## config.mk

```make
export PLATFORM = sky130hd
export DESIGN_NAME = reset_source_and_timeout_sequencer
export DESIGN_NICKNAME = d
export VERILOG_FILES = /design/src/core/reset_seq_pkg.sv /design/src/core/reset_source_and_timeout_sequencer.sv
export VERILOG_INCLUDE_DIRS = /design/src /design/src/core
export SDC_FILE = /design/constraint.sdc
export NUM_CORES = 1
export LEC_CHECK = 0
export ABC_CLOCK_PERIOD_IN_PS = 6400
export BUFFER_PORTS_ARGS = -buffer_cell sky130_fd_sc_hd__buf_2
export CAP_MARGIN = 20
export CORE_AREA = 2 2 76 78
export DETAILED_ROUTE_END_ITERATION = 8
export DIE_AREA = 0 0 78 80
export PLACE_DENSITY_LB_ADDON = 0.1
export REMOVE_ABC_BUFFERS = 1
export SYNTH_ARGS = -nofsm -noshare
export SYNTH_HDL_FRONTEND = slang
export SYNTH_SLANG_ARGS = --single-unit
```

## constraint.sdc

```tcl
create_clock -name clock_in -period 6.4 [get_ports clock_in]
set_clock_uncertainty 0.1 [all_clocks]
set_input_delay 1.6 -clock clock_in [delete_from_list [all_inputs] [get_ports clock_in]]
set_output_delay 1.6 -clock clock_in [all_outputs]
set_load 0.05 [all_outputs]
```

## src/core/reset_seq_consts.svh

```systemverilog
`ifndef RESET_SEQ_CONSTS_SVH
`define RESET_SEQ_CONSTS_SVH

// Clock period in ns (50 MHz)
`define CLK_PERIOD_NS 20
// Power-up timer nominal time in ms
`define PWRUP_TIME_MS 72
// Power-up timer cycles, rounded down
`define PWRUP_CYCLES ((`PWRUP_TIME_MS * 1000000) / `CLK_PERIOD_NS)
// Oscillator start-up timer, in oscillator periods
`define OST_PERIODS 1024
// Glitch filter minimum low time in ns
`define GLITCH_TIME_NS 2000
// Glitch filter cycles, rounded up
`define GLITCH_CYCLES ((`GLITCH_TIME_NS + `CLK_PERIOD_NS - 1) / `CLK_PERIOD_NS)
// Status bit values after power-on
`define POR_STATUS_VAL 1'h0
`define TO_PD_POR_VAL 1'h1

`endif

```

## src/core/reset_seq_pkg.sv

```systemverilog
package reset_seq_pkg;
  typedef enum logic [2:0] {
    CAUSE_NONE,
    CAUSE_POWER_ON,
    CAUSE_EXT_RUN,
    CAUSE_EXT_SLEEP,
    CAUSE_WDT_RUN,
    CAUSE_WDT_WAKE,
    CAUSE_BROWNOUT
  } reset_cause_t;
endpackage

```

## src/core/reset_source_and_timeout_sequencer.sv

```systemverilog
`include "reset_seq_consts.svh"

// Contract
// - Distinguish power-on, pin run, pin sleep, watchdog run, watchdog wake, brown-out.
// - Undefined-after-power-on registers are never reset by any cause.
// - Other registers reset on power-on, brown-out, pin resets and watchdog run reset.
// - Watchdog wake from sleep resumes execution without register reset.
// - Time-out and power-down bits take a pattern per cause; power-on and brown-out share one, pin resets keep the bits.
// - External reset pin is filtered; short low pulses are ignored.
// - Power-up timer starts after power-on pulse; oscillator timer follows it.
// - Start-up delay depends on oscillator choice and power-up timer enable.
// - RC oscillator with power-up timer disabled gives no start-up delay.
// - Timers run regardless of pin; execution starts on pin release after.
// - Power-on bit reads zero after power-on; software sets it to one.
// - Power-on forces time-out and power-down bits to one.
module reset_source_and_timeout_sequencer
  import reset_seq_pkg::*;
#(
  parameter int PWRUP_COUNT = `PWRUP_CYCLES,
  parameter int OST_COUNT = `OST_PERIODS,
  parameter int GLITCH_COUNT = `GLITCH_CYCLES
) (
  input wire logic clock_in,
  input wire logic rstn_in,
  input wire logic power_on_detect_in,
  input wire logic external_reset_n_in,
  input wire logic watchdog_timeout_source_in,
  input wire logic brownout_detect_in,
  input wire logic sleep_active_in,
  input wire logic osc_tick_in,
  input wire logic resistor_capacitor_oscillator_in,
  input wire logic power_up_timer_enable_in,
  input wire logic sleep_cmd_in,
  input wire logic clrwdt_cmd_in,
  input wire logic power_on_status_set_in,
  output logic core_reset_out,
  output logic reg_reset_out,
  output logic wake_out,
  output logic timeout_status_out,
  output logic power_down_status_out,
  output logic power_on_status_out,
  output logic brownout_status_out,
  output reset_cause_t reset_cause_out
);

  initial begin
    if (PWRUP_COUNT < 1 || OST_COUNT < 1 || GLITCH_COUNT < 1) begin
      $error("Counts must be at least one");
    end
  end

  localparam int PW = $clog2(PWRUP_COUNT + 1);
  localparam int OW = $clog2(OST_COUNT + 1);
  localparam int GW = $clog2(GLITCH_COUNT + 1);

  // ==========================================================
  // Reset release and input synchronisers
  logic rst_s1_reg, rst_n;
  always_ff @(posedge clock_in or negedge rstn_in) begin
    if (!rstn_in) begin
      rst_s1_reg <= 1'h0;
      rst_n <= 1'h0;
    end else begin
      rst_s1_reg <= 1'h1;
      rst_n <= rst_s1_reg;
    end
  end

  localparam int NS = 5;
  logic [NS-1:0] raw_in, s1_reg, s2_reg;
  assign raw_in = {power_on_detect_in, external_reset_n_in, watchdog_timeout_source_in,
                   brownout_detect_in, osc_tick_in};
  always_ff @(posedge clock_in or negedge rst_n) begin
    if (!rst_n) begin
      s1_reg <= 5'h08;
      s2_reg <= 5'h08;
    end else begin
      s1_reg <= raw_in;
      s2_reg <= s1_reg;
    end
  end
  logic por_s, pin_s, wdt_s, bod_s, tick_s;
  assign {por_s, pin_s, wdt_s, bod_s, tick_s} = s2_reg;

  // ==========================================================
  // Pin glitch filter
  logic [GW-1:0] glitch_cnt_reg;
  logic pin_filt_reg;
  always_ff @(posedge clock_in or negedge rst_n) begin
    if (!rst_n) begin
      glitch_cnt_reg <= '0;
      pin_filt_reg <= 1'h1;
    end else if (pin_s) begin
      glitch_cnt_reg <= '0;
      pin_filt_reg <= 1'h1;
    end else if (glitch_cnt_reg == GW'(GLITCH_COUNT - 1)) begin
      pin_filt_reg <= 1'h0;
    end else begin
      glitch_cnt_reg <= glitch_cnt_reg + GW'(1);
    end
  end
  logic pin_filt_d_reg;
  always_ff @(posedge clock_in or negedge rst_n) begin
    if (!rst_n) begin
      pin_filt_d_reg <= 1'h1;
    end else begin
      pin_filt_d_reg <= pin_filt_reg;
    end
  end
  logic pin_fall;
  assign pin_fall = pin_filt_d_reg && !pin_filt_reg;

  // ==========================================================
  // Event edges
  logic wdt_d_reg, bod_d_reg, por_d_reg, tick_d_reg;
  always_ff @(posedge clock_in or negedge rst_n) begin
    if (!rst_n) begin
      wdt_d_reg <= 1'h0;
      bod_d_reg <= 1'h0;
      por_d_reg <= 1'h0;
      tick_d_reg <= 1'h0;
    end else begin
      wdt_d_reg <= wdt_s;
      bod_d_reg <= bod_s;
      por_d_reg <= por_s;
      tick_d_reg <= tick_s;
    end
  end
  logic wdt_rise, bod_rise, tick_rise, por_end;
  assign wdt_rise = wdt_s && !wdt_d_reg;
  assign bod_rise = bod_s && !bod_d_reg;
  assign tick_rise = tick_s && !tick_d_reg;
  assign por_end = por_d_reg && !por_s;

  // ==========================================================
  // Cause classification
  function automatic reset_cause_t classify(input logic por, input logic brownout_detect,
      input logic pinf, input logic wdt, input logic slp);
    reset_cause_t c;
    c = CAUSE_NONE;
    if (por) begin
      c = CAUSE_POWER_ON;
    end else if (brownout_detect) begin
      c = CAUSE_BROWNOUT;
    end else if (pinf) begin
      c = slp ? CAUSE_EXT_SLEEP : CAUSE_EXT_RUN;
    end else if (wdt) begin
      c = slp ? CAUSE_WDT_WAKE : CAUSE_WDT_RUN;
    end
    return c;
  endfunction

  reset_cause_t cause_now;
  assign cause_now = classify(por_s && !por_d_reg, bod_rise, pin_fall, wdt_rise,
                              sleep_active_in);

  always_ff @(posedge clock_in or negedge rst_n) begin
    if (!rst_n) begin
      reset_cause_out <= CAUSE_POWER_ON;
    end else if (cause_now != CAUSE_NONE) begin
      reset_cause_out <= cause_now;
    end
  end

  // ==========================================================
  // Start-up sequencer
  typedef enum logic [2:0] {
    ST_POR, ST_POWER_UP_TIMER, ST_OST, ST_WAIT_PIN, ST_RUN
  } seq_state_t;
  seq_state_t state_reg;
  logic [PW-1:0] power_up_timer_cnt_reg;
  logic [OW-1:0] ost_cnt_reg;
  logic full_reset;
  assign full_reset = (cause_now == CAUSE_POWER_ON) || (cause_now == CAUSE_BROWNOUT);

  always_ff @(posedge clock_in or negedge rst_n) begin
    if (!rst_n) begin
      state_reg <= ST_POR;
      power_up_timer_cnt_reg <= '0;
      ost_cnt_reg <= '0;
    end else if (full_reset || por_s) begin
      state_reg <= ST_POR;
      power_up_timer_cnt_reg <= '0;
      ost_cnt_reg <= '0;
    end else begin
      unique case (state_reg)
        ST_POR: begin
          if (!por_s) begin
            if (power_up_timer_enable_in) begin
              state_reg <= ST_POWER_UP_TIMER;
            end else if (resistor_capacitor_oscillator_in) begin
              state_reg <= ST_WAIT_PIN;
            end else begin
              state_reg <= ST_OST;
            end
          end
        end
        ST_POWER_UP_TIMER: begin
          if (power_up_timer_cnt_reg == PW'(PWRUP_COUNT - 1)) begin
            state_reg <= resistor_capacitor_oscillator_in ? ST_WAIT_PIN : ST_OST;
          end else begin
            power_up_timer_cnt_reg <= power_up_timer_cnt_reg + PW'(1);
          end
        end
        ST_OST: begin
          if (ost_cnt_reg == OW'(OST_COUNT)) begin
            state_reg <= ST_WAIT_PIN;
          end else if (tick_rise) begin
            ost_cnt_reg <= ost_cnt_reg + OW'(1);
          end
        end
        ST_WAIT_PIN: begin
          if (pin_filt_reg) begin
            state_reg <= ST_RUN;
          end
        end
        ST_RUN: begin
          if (!pin_filt_reg || cause_now == CAUSE_WDT_RUN) begin
            state_reg <= ST_WAIT_PIN;
          end
        end
      endcase
    end
  end

  // ==========================================================
  // Reset outputs
  always_ff @(posedge clock_in or negedge rst_n) begin
    if (!rst_n) begin
      core_reset_out <= 1'h1;
      reg_reset_out <= 1'h1;
      wake_out <= 1'h0;
    end else begin
      core_reset_out <= (state_reg != ST_RUN);
      // Bank left undefined is never driven by this strobe
      reg_reset_out <= full_reset || pin_fall ||
                       (cause_now == CAUSE_WDT_RUN) || (state_reg == ST_POR);
      wake_out <= (cause_now == CAUSE_WDT_WAKE);
    end
  end

  // ==========================================================
  // Status bits
  always_ff @(posedge clock_in or negedge rst_n) begin
    if (!rst_n) begin
      timeout_status_out <= `TO_PD_POR_VAL;
      power_down_status_out <= `TO_PD_POR_VAL;
    end else begin
      unique case (cause_now)
        CAUSE_POWER_ON, CAUSE_BROWNOUT: begin
          timeout_status_out <= `TO_PD_POR_VAL;
          power_down_status_out <= `TO_PD_POR_VAL;
        end
        CAUSE_WDT_RUN: begin
          timeout_status_out <= 1'h0;
          power_down_status_out <= 1'h1;
        end
        CAUSE_WDT_WAKE: begin
          timeout_status_out <= 1'h0;
          power_down_status_out <= 1'h0;
        end
        CAUSE_EXT_RUN, CAUSE_EXT_SLEEP: begin
          // Pin reset keeps time-out and power-down bits
        end
        CAUSE_NONE: begin
          if (sleep_cmd_in) begin
            timeout_status_out <= 1'h1;
            power_down_status_out <= 1'h0;
          end else if (clrwdt_cmd_in) begin
            timeout_status_out <= 1'h1;
            power_down_status_out <= 1'h1;
          end
        end
      endcase
    end
  end

  always_ff @(posedge clock_in or negedge rst_n) begin
    if (!rst_n) begin
      power_on_status_out <= `POR_STATUS_VAL;
      brownout_status_out <= 1'h0;
    end else begin
      if (cause_now == CAUSE_POWER_ON) begin
        power_on_status_out <= `POR_STATUS_VAL;
      end else if (power_on_status_set_in) begin
        power_on_status_out <= 1'h1;
      end
      if (cause_now == CAUSE_BROWNOUT) begin
        brownout_status_out <= 1'h0;
      end else if (power_on_status_set_in) begin
        brownout_status_out <= 1'h1;
      end
    end
  end

endmodule // reset_source_and_timeout_sequencer

```

==> summary.txt <==
Run status
  • Status: finished clean

Route
  • WL final: 6190 microns
  • Initial detailed-routing violation count: roughly 190
  • Total number of vias: 2406
  • Initial DRT Pass Iterations: 4
  • ANT nets after route: 0
  • Remaining DRCs: 0
  • Routed len/inst: 14.7 microns
  • Vias/cell: 5.73

Worst setup path
  • CP Buf/Inv Count: 1
  • Crit end category: output pin
  • Crit-path cells: buf_2
  • Critical Path RT: around 4700 ps
  • Crit path max fanout: 2
  • Worst path slowest cell: dfstp_2
  • R2r setup slk: 4150 ps
  • Startpoint Class: flip-flop
  • Top Family by Delay on Critical Path: flip-flops
  • Critical Path Max Stage Delay: roughly 530 ps
  • Crit Path Category: reg2out
  • Crit path DAT: 1130 ps

Synthesis
  • Xor/xnor cell area share of the yosys netlist: a little over 6%
  • Count of cell types in the netlist: 49
  • Register area share after synthesis: 53.8%
  • Synth cell count leaders: dfrtp_1 (62), nor2_1 (35), nand2_1 (24), a21oi_1 (20), nand3_1 (15)
  • Post-Synthesis Cell Area: 0.00333 sq mm
  • Main combinational cell family by area after synthesis: simple AND/OR/NAND/NOR gates
  • Top cell type's share of synthesized area: 46.7%
  • Ys flop type: dfrtp_1
  • Yosys top cell by area: dfrtp_1
  • Synth Area in Adders: 1.50%
  • Post-Synth Simple-Gate Area: 25.2%
  • #FFs+latches synth: 71
  • Cells after synthesis: between 300 and 400
  • Complex-gate fraction of the synthesized area: about a tenth
  • Count leader, synth: dfrtp_1
  • Mux cell area share after synthesis: 1.20%
  • Largest cells by area after synthesis: dfrtp_1 (47%), dfstp_2 (7.1%), nor2_1 (4.0%), xor2_1 (3.7%), a21oi_1 (3.0%)
  • FFs w/ async S/R, synth: 100%
  • Syn Area/Cell: 10.4 sq um
  • Post-synth EDFFs: 0
  • Yosys Warn Count: 0

Die
  • Die width: 78 microns
  • Starting Density: 61.5%
  • Die Y: 80 microns
  • # IOs: 23
  • Die area: 0.00624 sq mm
  • # rows: 27
  • Placeable Area: around 0.0054 sq mm

Placed design
  • Port bufs: 22
  • DP Cell Count: 404
  • Placer congestion estimate: around 0.85
  • Detail Placement HPWL: 4110 microns

STA
  • Max-Slew Margin vs Limit: 53.9%
  • Fin Setup TNS: 0 ps
  • Fin. Hold Viols: 0
  • Slew @ Worst Pin: 691 ps
  • Count of pins over their slew limit: 0
  • Fmax: 353 MHz
  • Final count of negative-setup-slack endpoints: 0
  • RSZ-0062 raised after global routing: no
  • Min Tclk post-route: around 2800 ps
  • Fin crit share: 44.3%

Global route
  • Antenna violations before repair: 0
  • First-pass GRT wire length: ~11000 microns
  • Number of global-route vias before repair: 2360
  • Total track usage: 22.3%
  • Pin count of the biggest net entering global routing: 59
  • Grt ovf: 0

Clock tree
  • CTS max path bufs: 2
  • Resize count post-CTS: 0
  • H-tree depth: 3
  • CTS Buf Count: 9
  • Root Driver: clkbuf_8
  • Clk slew on worst S/H paths: 70 ps
  • CTS sink count: 71
  • Setup Fix Bufs, Post-CTS: 0
  • Clk Latency, worst-skew pair: 350 ps
  • TritonCTS clock tree: built
  • Hold Buf Count CTS: 0

Final layout
  • Largest register FFs: 22
  • # diodes: 0
  • Fin nets: 360
  • Ratio of cells with drive above 1 in the final layout: 17.8%
  • Area Growth Syn to Fin: 11.2%
  • Post-route insts no fill: 420

Power and ir drop
  • Peak supply drop: 0.170 mV
  • Lkg Pwr: between 1.5 and 2 nW
  • Pwr dens: 266 mW/mm^2

Hold path
  • Worst Hold Class: reg2async

Job
  • Max-Cap Viols: 0
[worst reg2reg max path: stages (launching register included)]
cell and delay, ps:
dfrtp_1 430, ha_1 230, and3_1 260, nand4_2 190
o211ai_2 280, or4_1 540, a21oi_1 150
[per-stage QoR]
| step | cell area, sq um | power (mW) | hold slack (ps) | util [%] | setup slack (ps) |
|---|---|---|---|---|---|
| after detailed placement | 3480 | 0.597 | 31.9 | 64.3 | 3530 |
| after global placement | 3480 | 0.595 | 29.3 | 64.3 | 3550 |
| after CTS | 3700 | 0.994 | 38.3 | 68.4 | 3550 |
| final | 3700 | 0.983 | 34.4 | 68.4 | 3570 |
| after floorplan | 3260 | 0.569 | 231 | - | 3720 |
| after global routing | 3700 | 1.02 | 70.1 | 68.4 | 3530 |
[power breakdown]
part           internal (mW)  leakage [nW]  switching [mW]
Sequential             0.469         0.912          0.0188
Combinational         0.0334         0.562          0.0676
Clock                  0.230         0.110           0.164
[final cells by class]
| type | count | area [sq um] |
|---|---|---|
| Sequential cell | 71 | 1790 |
| Fill cell | 444 | 1710 |
| Multi-Input combinational cell | 232 | 1450 |
| Clock buffer | 11 | 141 |
| Timing Repair Buffer | 24 | 125 |
| Tap cell | 72 | 90.1 |
| Clock inverter | 5 | 81.3 |
| Inverter | 5 | 18.8 |
[per-layer routing]
layer | vias up | GRT usage [%] | wire (microns)
li1 | 1193 | - | -
met5 | - | 0 | 0
met3 | 11 | 6.11 | 189
met1 | 1169 | 29.2 | 2920
met2 | 33 | 34.9 | 2970
met4 | 0 | 10.4 | 111
[final timing paths]
check | from | end | cells after the start
hold / removal | rst_n | ost_cnt_reg[9] | 0
setup reg to reg | power_up_timer_cnt_reg[0] | power_up_timer_cnt_reg[21] | 6
hold reg to reg | rst_n | ost_cnt_reg[9] | 0
max in group asynchronous | rstn_in | rst_n | 1
setup / recovery | reset_cause_out[0] | reset_cause_out[0] | 1
min in group clock_in | s1_reg[0] | s2_reg[0] | 0
[cells by family (layout without fill, tap and decap cells)]
| group | count (synthesis) | in the layout |
|---|---|---|
| mux | 4 | 4 |
| compound gates | 52 | 52 |
| other cells | 1 | 1 |
| xor+xnor | 23 | 23 |
| buf+inv | 17 | 45 |
| flops | 71 | 71 |
| fa+ha+maj | 4 | 4 |
| simple gates | 148 | 148 |
[placed cells by master, fill, tap and decap left out, drive strengths merged, types with 11 or more instances in the layout]
master,count
nor2,35
o21ai,12
nand4,13
dfrtp,62
a21oi,20
clkbuf,11
buf,24
xor2,14
nand3,16
nand2,24
Note: power is estimated with default switching activity, not from simulation.
